File: config.mk
export PLATFORM = sky130hd
export DESIGN_NAME = ilo_decode
export DESIGN_NICKNAME = d
export VERILOG_FILES = /design/src/verilog/ilo_pkg.sv /design/src/verilog/addr_resolve.sv /design/src/verilog/ilo_decode.sv
export SDC_FILE = /design/constraint.sdc
export NUM_CORES = 1
export LEC_CHECK = 0
export BUFFER_PORTS_ARGS = -buffer_cell sky130_fd_sc_hd__buf_2
export CORE_AREA = 2 2 93 86
export DETAILED_ROUTE_END_ITERATION = 7
export DIE_AREA = 0 0 95 88
export GPL_TIMING_DRIVEN = 0
export HOLD_SLACK_MARGIN = 0.02
export PLACE_DENSITY_LB_ADDON = 0.12
export SYNTH_ARGS = -nofsm -noshare
export SYNTH_HDL_FRONTEND = slang
export SYNTH_SLANG_ARGS = --single-unit
File: constraint.sdc
create_clock -name clk_i -period 3.35 [get_ports clk_i]
set_clock_uncertainty 0.2 [all_clocks]
set_input_delay 0.1675 -clock clk_i [delete_from_list [all_inputs] [get_ports clk_i]]
set_output_delay 0.1675 -clock clk_i [all_outputs]
set_load 0.02 [all_outputs]
File: src/verilog/ilo_pkg.sv
// Shared constants for the indexed literal offset operand decoder.
// Assumes a single core clock and an 8-bit data path into a 4096-byte data space.
package ilo_pkg;
    localparam int DATA_W = 8;
    localparam int ADDR_W = 12;
    localparam int INSTR_W = 16;
    localparam int BANK_W = 4;
    localparam int REG_ADDR_W = 3;
    localparam int FLAG_W = 5;

    // Register port offsets.
    localparam logic [REG_ADDR_W-1:0] REG_CFG = 3'h0;
    localparam logic [REG_ADDR_W-1:0] REG_FSR_LO = 3'h1;
    localparam logic [REG_ADDR_W-1:0] REG_FSR_HI = 3'h2;
    localparam logic [REG_ADDR_W-1:0] REG_BANK_SEL = 3'h3;
    localparam logic [REG_ADDR_W-1:0] REG_WORK = 3'h4;
    localparam logic [REG_ADDR_W-1:0] REG_STATUS = 3'h5;

    // Reset values.
    localparam logic EXT_EN_RESET = 1'b0;
    localparam logic [ADDR_W-1:0] FSR_RESET = 12'h000;
    localparam logic [BANK_W-1:0] BANK_SEL_RESET = 4'h0;
    localparam logic [DATA_W-1:0] WORK_RESET = 8'h00;
    localparam logic [FLAG_W-1:0] FLAGS_RESET = 5'h00;

    // Address decoding.
    localparam logic [DATA_W-1:0] OFFSET_MAX = 8'h5F;
    localparam logic [BANK_W-1:0] ACCESS_LO_BANK = 4'h0;
    localparam logic [BANK_W-1:0] ACCESS_HI_BANK = 4'hF;

    // Opcode fields.
    localparam int A_BIT = 8;
    localparam int D_BIT = 9;
    localparam int BIT_IDX_LSB = 9;
    localparam int BIT_IDX_W = 3;
    localparam int OPC_ADD_LSB = 10;
    localparam int OPC_BSET_LSB = 12;
    localparam int OPC_SET_LSB = 9;
    localparam int NIBBLE_W = 4;
    localparam int CFG_EXT_BIT = 0;
    localparam logic [5:0] OPC_ADD_WORK_MEM = 6'h09;
    localparam logic [3:0] OPC_MEM_BIT_SET = 4'h8;
    localparam logic [6:0] OPC_MEM_SET_ONES = 7'h34;
    localparam logic [DATA_W-1:0] ALL_ONES = 8'hFF;

    // Status flag positions.
    localparam int FLAG_C = 0;
    localparam int FLAG_DIGIT_C = 1;
    localparam int FLAG_Z = 2;
    localparam int FLAG_OVFL = 3;
    localparam int FLAG_N = 4;

    typedef enum logic [1:0] {
        ST_IDLE = 2'b00,
        ST_READ = 2'b01,
        ST_EXEC = 2'b10
    } state_t;
endpackage

File: src/verilog/addr_resolve.sv
// Resolves the file address field of a byte or bit opcode to a data-space address.
// Purely combinational; assumes the caller registers the result.
module addr_resolve (
    input wire logic [ilo_pkg::DATA_W-1:0] file_i,
    input wire logic access_sel_i,
    input wire logic ext_en_i,
    input wire logic [ilo_pkg::ADDR_W-1:0] fsr_i,
    input wire logic [ilo_pkg::BANK_W-1:0] bank_sel_i,
    output logic [ilo_pkg::ADDR_W-1:0] addr_o,
    output logic indexed_o
);
    import ilo_pkg::*;

    logic [ADDR_W-1:0] sum;

    always_comb begin
        sum = fsr_i + {{(ADDR_W-DATA_W){1'b0}}, file_i};
        indexed_o = 1'b0;
        if (access_sel_i) begin
            addr_o = {bank_sel_i, file_i};
        end else if (ext_en_i && (file_i <= OFFSET_MAX)) begin
            indexed_o = 1'b1;
            addr_o = sum;
        end else if (file_i <= OFFSET_MAX) begin
            addr_o = {ACCESS_LO_BANK, file_i};
        end else begin
            addr_o = {ACCESS_HI_BANK, file_i};
        end
    end
endmodule

File: src/verilog/ilo_decode.sv
// Operand decode and execution of byte and bit opcodes with optional indexed offsets.
// Assumes a data memory that returns read data one cycle after its read enable.
//
// Design decisions made here: the placing of the registers and the address-and-strobe port.

module ilo_decode (
    input wire logic clk_i,
    input wire logic rst_n_i,
    input wire logic instr_valid_i,
    input wire logic [ilo_pkg::INSTR_W-1:0] instr_i,
    output logic busy_o,
    output logic done_o,
    output logic indexed_o,
    output logic mem_rd_en_o,
    output logic [ilo_pkg::ADDR_W-1:0] mem_rd_addr_o,
    input wire logic [ilo_pkg::DATA_W-1:0] mem_rd_data_i,
    output logic mem_wr_en_o,
    output logic [ilo_pkg::ADDR_W-1:0] mem_wr_addr_o,
    output logic [ilo_pkg::DATA_W-1:0] mem_wr_data_o,
    input wire logic [ilo_pkg::REG_ADDR_W-1:0] reg_addr_i,
    input wire logic [ilo_pkg::DATA_W-1:0] reg_wdata_i,
    input wire logic reg_wr_i,
    input wire logic reg_rd_i,
    output logic [ilo_pkg::DATA_W-1:0] reg_rdata_o
);
    import ilo_pkg::*;

    typedef struct packed {
        state_t state;
        logic [INSTR_W-1:0] instr;
        logic [ADDR_W-1:0] ea;
        logic indexed;
        logic ext_en;
        logic [ADDR_W-1:0] fsr;
        logic [BANK_W-1:0] bank_sel;
        logic [DATA_W-1:0] work;
        logic [FLAG_W-1:0] flags;
        logic rd_en;
        logic wr_en;
        logic [DATA_W-1:0] wr_data;
        logic done;
        logic [DATA_W-1:0] rdata;
    } core_t;

    // Power-on contents: idle, extension off, pointer and bank at zero.
    localparam core_t CORE_RESET = '{
        state: ST_IDLE,
        instr: '0,
        ea: '0,
        indexed: 1'b0,
        ext_en: EXT_EN_RESET,
        fsr: FSR_RESET,
        bank_sel: BANK_SEL_RESET,
        work: WORK_RESET,
        flags: FLAGS_RESET,
        rd_en: 1'b0,
        wr_en: 1'b0,
        wr_data: '0,
        done: 1'b0,
        rdata: '0
    };

    core_t cur_ff;
    core_t nxt_cur;
    logic [ADDR_W-1:0] res_addr;
    logic res_indexed;

    // The resolver serves every opcode, whatever its operation.
    addr_resolve u_resolve (
        .file_i(instr_i[DATA_W-1:0]),
        .access_sel_i(instr_i[A_BIT]),
        .ext_en_i(cur_ff.ext_en),
        .fsr_i(cur_ff.fsr),
        .bank_sel_i(cur_ff.bank_sel),
        .addr_o(res_addr),
        .indexed_o(res_indexed)
    );

    logic [DATA_W:0] sum;
    logic [NIBBLE_W:0] low_sum;
    logic [DATA_W-1:0] result;
    logic is_add;
    logic is_bset;
    logic is_set;
    logic [BIT_IDX_W-1:0] bit_idx;

    // Add results, worked out apart from the state update so that they read plainly.
    logic add_carry;
    logic add_digit_carry;
    logic add_zero;
    logic add_negative;
    logic add_overflow;

    always_comb begin
        nxt_cur = cur_ff;
        nxt_cur.rd_en = 1'b0;
        nxt_cur.wr_en = 1'b0;
        nxt_cur.done = 1'b0;
        nxt_cur.rdata = '0;
        is_add = (cur_ff.instr[INSTR_W-1:OPC_ADD_LSB] == OPC_ADD_WORK_MEM);
        is_bset = (cur_ff.instr[INSTR_W-1:OPC_BSET_LSB] == OPC_MEM_BIT_SET);
        is_set = (cur_ff.instr[INSTR_W-1:OPC_SET_LSB] == OPC_MEM_SET_ONES);
        bit_idx = cur_ff.instr[BIT_IDX_LSB+BIT_IDX_W-1:BIT_IDX_LSB];
        sum = {1'b0, cur_ff.work} + {1'b0, mem_rd_data_i};
        low_sum = {1'b0, cur_ff.work[NIBBLE_W-1:0]} + {1'b0, mem_rd_data_i[NIBBLE_W-1:0]};
        result = mem_rd_data_i;

        // Overflow is two operands of one sign giving a sum of the other sign.
        add_carry = sum[DATA_W];
        add_digit_carry = low_sum[NIBBLE_W];
        add_zero = (sum[DATA_W-1:0] == '0);
        add_negative = sum[DATA_W-1];
        add_overflow = (cur_ff.work[DATA_W-1] == mem_rd_data_i[DATA_W-1])
            && (sum[DATA_W-1] != cur_ff.work[DATA_W-1]);

        // Software register writes; hardware results below take precedence.
        if (reg_wr_i) begin
            if (reg_addr_i == REG_CFG) begin
                nxt_cur.ext_en = reg_wdata_i[CFG_EXT_BIT];
            end else if (reg_addr_i == REG_FSR_LO) begin
                nxt_cur.fsr[DATA_W-1:0] = reg_wdata_i;
            end else if (reg_addr_i == REG_FSR_HI) begin
                nxt_cur.fsr[ADDR_W-1:DATA_W] = reg_wdata_i[ADDR_W-DATA_W-1:0];
            end else if (reg_addr_i == REG_BANK_SEL) begin
                nxt_cur.bank_sel = reg_wdata_i[BANK_W-1:0];
            end else if (reg_addr_i == REG_WORK) begin
                nxt_cur.work = reg_wdata_i;
            end else if (reg_addr_i == REG_STATUS) begin
                nxt_cur.flags = reg_wdata_i[FLAG_W-1:0];
            end
        end

        if (reg_rd_i) begin
            if (reg_addr_i == REG_CFG) begin
                nxt_cur.rdata[CFG_EXT_BIT] = cur_ff.ext_en;
            end else if (reg_addr_i == REG_FSR_LO) begin
                nxt_cur.rdata = cur_ff.fsr[DATA_W-1:0];
            end else if (reg_addr_i == REG_FSR_HI) begin
                nxt_cur.rdata = {{(2*DATA_W-ADDR_W){1'b0}}, cur_ff.fsr[ADDR_W-1:DATA_W]};
            end else if (reg_addr_i == REG_BANK_SEL) begin
                nxt_cur.rdata = {{(DATA_W-BANK_W){1'b0}}, cur_ff.bank_sel};
            end else if (reg_addr_i == REG_WORK) begin
                nxt_cur.rdata = cur_ff.work;
            end else if (reg_addr_i == REG_STATUS) begin
                nxt_cur.rdata = {{(DATA_W-FLAG_W){1'b0}}, cur_ff.flags};
            end
        end

        // One instruction takes three clocks: take, memory read, execute.
        case (cur_ff.state)
            ST_IDLE: begin
                // The address uses the pointer and bank as they stand at the take edge.
                if (instr_valid_i) begin
                    nxt_cur.instr = instr_i;
                    nxt_cur.ea = res_addr;
                    nxt_cur.indexed = res_indexed;
                    nxt_cur.rd_en = 1'b1;
                    nxt_cur.state = ST_READ;
                end
            end
            ST_READ: begin
                nxt_cur.state = ST_EXEC;
            end
            ST_EXEC: begin
                // Memory data stand only in this cycle, one after the read strobe.
                // Unknown opcodes still pulse done but change neither memory nor flags.
                nxt_cur.state = ST_IDLE;
                nxt_cur.done = 1'b1;
                if (is_add) begin
                    result = sum[DATA_W-1:0];
                    nxt_cur.flags[FLAG_C] = add_carry;
                    nxt_cur.flags[FLAG_DIGIT_C] = add_digit_carry;
                    nxt_cur.flags[FLAG_Z] = add_zero;
                    nxt_cur.flags[FLAG_N] = add_negative;
                    nxt_cur.flags[FLAG_OVFL] = add_overflow;
                    if (cur_ff.instr[D_BIT]) begin
                        nxt_cur.wr_en = 1'b1;
                    end else begin
                        nxt_cur.work = result;
                    end
                end else if (is_bset) begin
                    result[bit_idx] = 1'b1;
                    nxt_cur.wr_en = 1'b1;
                end else if (is_set) begin
                    result = ALL_ONES;
                    nxt_cur.wr_en = 1'b1;
                end
                nxt_cur.wr_data = result;
            end
            default: begin
                nxt_cur.state = ST_IDLE;
            end
        endcase
    end

    always_ff @(posedge clk_i) begin
        if (!rst_n_i) begin
            cur_ff <= CORE_RESET;
        end else begin
            cur_ff <= nxt_cur;
        end
    end

    // Writes go back to the address that was read, so one register serves both ports.
    assign busy_o = (cur_ff.state != ST_IDLE);
    assign done_o = cur_ff.done;
    assign indexed_o = cur_ff.indexed;
    assign mem_rd_en_o = cur_ff.rd_en;
    assign mem_rd_addr_o = cur_ff.ea;
    assign mem_wr_en_o = cur_ff.wr_en;
    assign mem_wr_addr_o = cur_ff.ea;
    assign mem_wr_data_o = cur_ff.wr_data;
    assign reg_rdata_o = cur_ff.rdata;
endmodule

==> reports/qor.csv <==
stage,metric,value,unit
routing,routed-via-count,4112,
synthesis,synth_top_cell_area_share,0.331,
sta,period_needed,2.66,ns
clock_network,cts_tree,done,
flow_run,drv_cap,0,
routing,drcViolationCount,0,
sta,grt_setup_unrepaired,false,
grt,overflow,0,
synthesis,synth_top_flop_cell,dfxtp_1,
synthesis,yosys.area.top_type,dfxtp_1,
synthesis,synth-compound-area-share,0.196,
sta,max_slew_margin,0.401,
worst_hold_path,hold_end,mem_wr_data_o[3],
synthesis,mappedNetlistArea,4290,sq um
sta,fin_setup_tns,0,ns
worst_setup_path,crit_type,input port to flop,
sta,finalCritPeriodShare,0.793,
synthesis,synth-seq-cells,71,
routing,drt_iter0_drc,258,
place,placedCellCount,693,
place,gp_congestion,0.952,
routing,routedWlPerCell,15.9,um
finish,antenna_cells,0,
pwr,ir_drop,0.362,mV
die,io_pins,85,
worst_setup_path,rrSetupSlack,0.76,ns
pwr,seq_power_share,0.436,
place,hpwl,8.73,mm
clock_network,cts_buffers,9,
worst_setup_path,reg2regPathDepth,7,
die,core,7390,sq um
worst_setup_path,crit_required,3.39,ns
outcome,outcome,"complete, no violations",
clock_network,post_cts.repair.setup_buffers,0,
die,num_rows,30,
place,placement.io_buffers,83,
clock_network,worstSkewPairLatency,0.35,ns
synthesis,synth_top_family_by_area,simple AND/OR/NAND/NOR gates,
clock_network,cts_buffer_depth,2,
routing,drt_wl_total,11.6,mm
die,die_area,8360,sq um
finish,drive_gt1_frac,0.244,
synthesis,ys_async_sr_fraction,0,
synthesis,synth-edff-count,0,
worst_setup_path,crit_path_max_fanout,4,
grt,grt_pass1_wl,18.5,mm
synthesis,yosys.area_share.simple,0.209,
routing,drt_first_pass_iters,5,
synthesis,synthAdderAreaFrac,0.0560,
worst_setup_path,crit_start,mem_rd_data_i[0],
grt,antenna_found_initial,0,
finish,post_layout_nonfiller_instances,731,
grt,track_usage,0.291,
synthesis,ys_seq_area_frac,0.331,
pwr,leakage,2.45,nW
clock_network,clockRootBuffer,clkbuf_8,
routing,vias_per_cell,5.63,
grt,grt_max_degree,13,
clock_network,clock_sinks,71,
synthesis,syn_inst,514,
pwr,intPower,1.50,mW
place,place_area,4830,sq um
finish,final_area,5280,sq um
worst_hold_path,hp-start,mem_rd_data_i[3],
worst_setup_path,r2r_end,mem_wr_data_o[7],
synthesis,synth_area_leaders,"dfxtp_1 33%, buf_4 7.0%, mux2i_1 7.0%",
worst_setup_path,cp.arrival,2.69,ns
pwr,switching_power,0.562,mW
die,die_y,88,um
worst_setup_path,reg2reg_from,cur_ff[25],
pwr,switching_share,0.273,
sta,setup_violations,0,
synthesis,synth_xor_area_frac,0.0224,
finish,nNetsFinal,688,
die,fp.dieW,95,um
synthesis,avgSynthCellArea,8.35,sq um
sta,slew_violations,0,
pwr,p_comb_frac,0.179,
worst_setup_path,critPathLaunchType,input port,
sta,worst_pin_slew,0.896,ns
pwr,finalPower,2.06,mW
synthesis,synth.net_count,572,
die,start_util,0.580,
sta,timing.fmax,376,MHz
finish,area_delta_synth_final,23.0,%
worst_hold_path,hold_depth,4,
sta,hold_viol,0,
synthesis,synthDistinctLibCells,63,
synthesis,muxShareOfSynthArea,0.0831,
worst_setup_path,end_kind,flop,
sta,timing.hold.ws,0.0524,ns
pwr,powerDensity,390,nW/um^2
routing,drtAntennaViolNets,0,
clock_network,cts.repair.resized,0,
worst_hold_path,hp-class,input port to flop,
grt,grt_pass1_vias,3734,
clock_network,htree_levels,3,
synthesis,ys_warn_count,0,
pwr,pwr-share-clk,0.385,
clock_network,path_clk_slew,0.08,ns
-- synth_stat cells, drive strengths merged, types with 5 or more instances --
cell,number
a211oi,5
a21boi,15
a21oi,21
a22oi,7
buf,46
clkbuf,20
dfxtp,71
ha,16
inv,7
mux2,5
mux2i,30
nand2,72
nand2b,6
nand3,8
nor2,41
nor2b,15
nor3,10
o211a,9
o211ai,5
o21a,6
o21ai,25
xor2,7
-- how the worst max path moves through the flow --
stage,end,slack [ns]
detailed placement,mem_wr_data_o[7],0.83
global route,mem_wr_data_o[7],0.56
CTS,mem_wr_data_o[6],0.75
floorplan,cur_ff[27],1.14
finish,mem_wr_data_o[7],0.69
global placement,mem_wr_data_o[6],0.92
-- through the flow --
step	worst slack, ns	util
final	0.694	0.714
after global routing	0.559	0.714
after CTS	0.753	0.714
after detailed placement	0.830	0.653
after global placement	0.917	0.653
after floorplan	1.14	-
-- cell type report --
cell class / instances / area (sq um)
sequential: 71 / 1420
fill: 614 / 2120
clock buffer: 11 / 151
inverter: 7 / 26.3
clock inverter: 5 / 80.1
buffer: 66 / 414
tap: 96 / 120
multi-input combinational: 370 / 2430
timing repair buffer: 105 / 636
-- registers in the layout, indices dropped and copies added, names as in the netlist --
register and count:
cur_ff 36, mem_rd_addr_o 12, mem_wr_data_o 8, reg_rdata_o 8, bit_idx 3, done_o 1, indexed_o 1, mem_rd_en_o 1
mem_wr_en_o 1
-- routing by layer --
layer / track usage / part of all wire
met3: 0.0663 / 0.058
met4: 0.0896 / 0.021
met2: 0.493 / 0.48
met1: 0.370 / 0.45
met5: 0 / 0
-- layout by cell type, fill, tap and decap left out, drive strengths merged, types with 4 or more instances in the layout --
cell	n
o211ai	5
dfxtp	71
nor3	10
mux2i	30
nor2	41
mux2	5
or3	4
inv	7
dlygate4sd3	22
o21ai	25
xnor2	4
a211oi	5
nand3	8
o21a	6
clkbuf	31
ha	16
a21oi	21
nand2b	6
a211o	4
a21boi	15
buf	129
nor2b	15
nand2	72
a22oi	7
o211a	9
and3	4
xor2	7
-- power by group through the flow --
| stage | registers (mW) | logic (mW) | clock network (mW) |
|---|---|---|---|
| after floorplan | 0.911 | 0.236 | 0 |
| after global placement | 0.915 | 0.336 | 0 |
| after detailed placement | 0.917 | 0.343 | 0 |
| after CTS | 0.898 | 0.364 | 0.804 |
| after global routing | 0.901 | 0.402 | 0.832 |
| final | 0.898 | 0.368 | 0.793 |
-- cell families (layout without fill, tap and decap cells) --
kind of cell	Yosys count	count (layout)
and+or+nand+nor	185	185
DFF	71	71
muxes	35	35
xor gates and xnor gates	11	11
buffers and inverters	73	194
adders and majority gates	18	18
AOI/OAI and AO/OA	121	121
-- worst max-delay path: stages --
cell           delay [ns]
dlygate4sd3_1        0.53
buf_2                0.15
ha_1                 0.22
a211oi_1             0.41
o21ai_0              0.18
a31oi_1              0.32
xor2_1               0.42
a211o_1              0.22
a21oi_1              0.07
-- timing repair --
action	CTS	global route
hold buffers	22	0
endpoints found under the setup margin	0	0
endpoints found under the hold margin	36	0
Power figures use the tool's default switching activity.
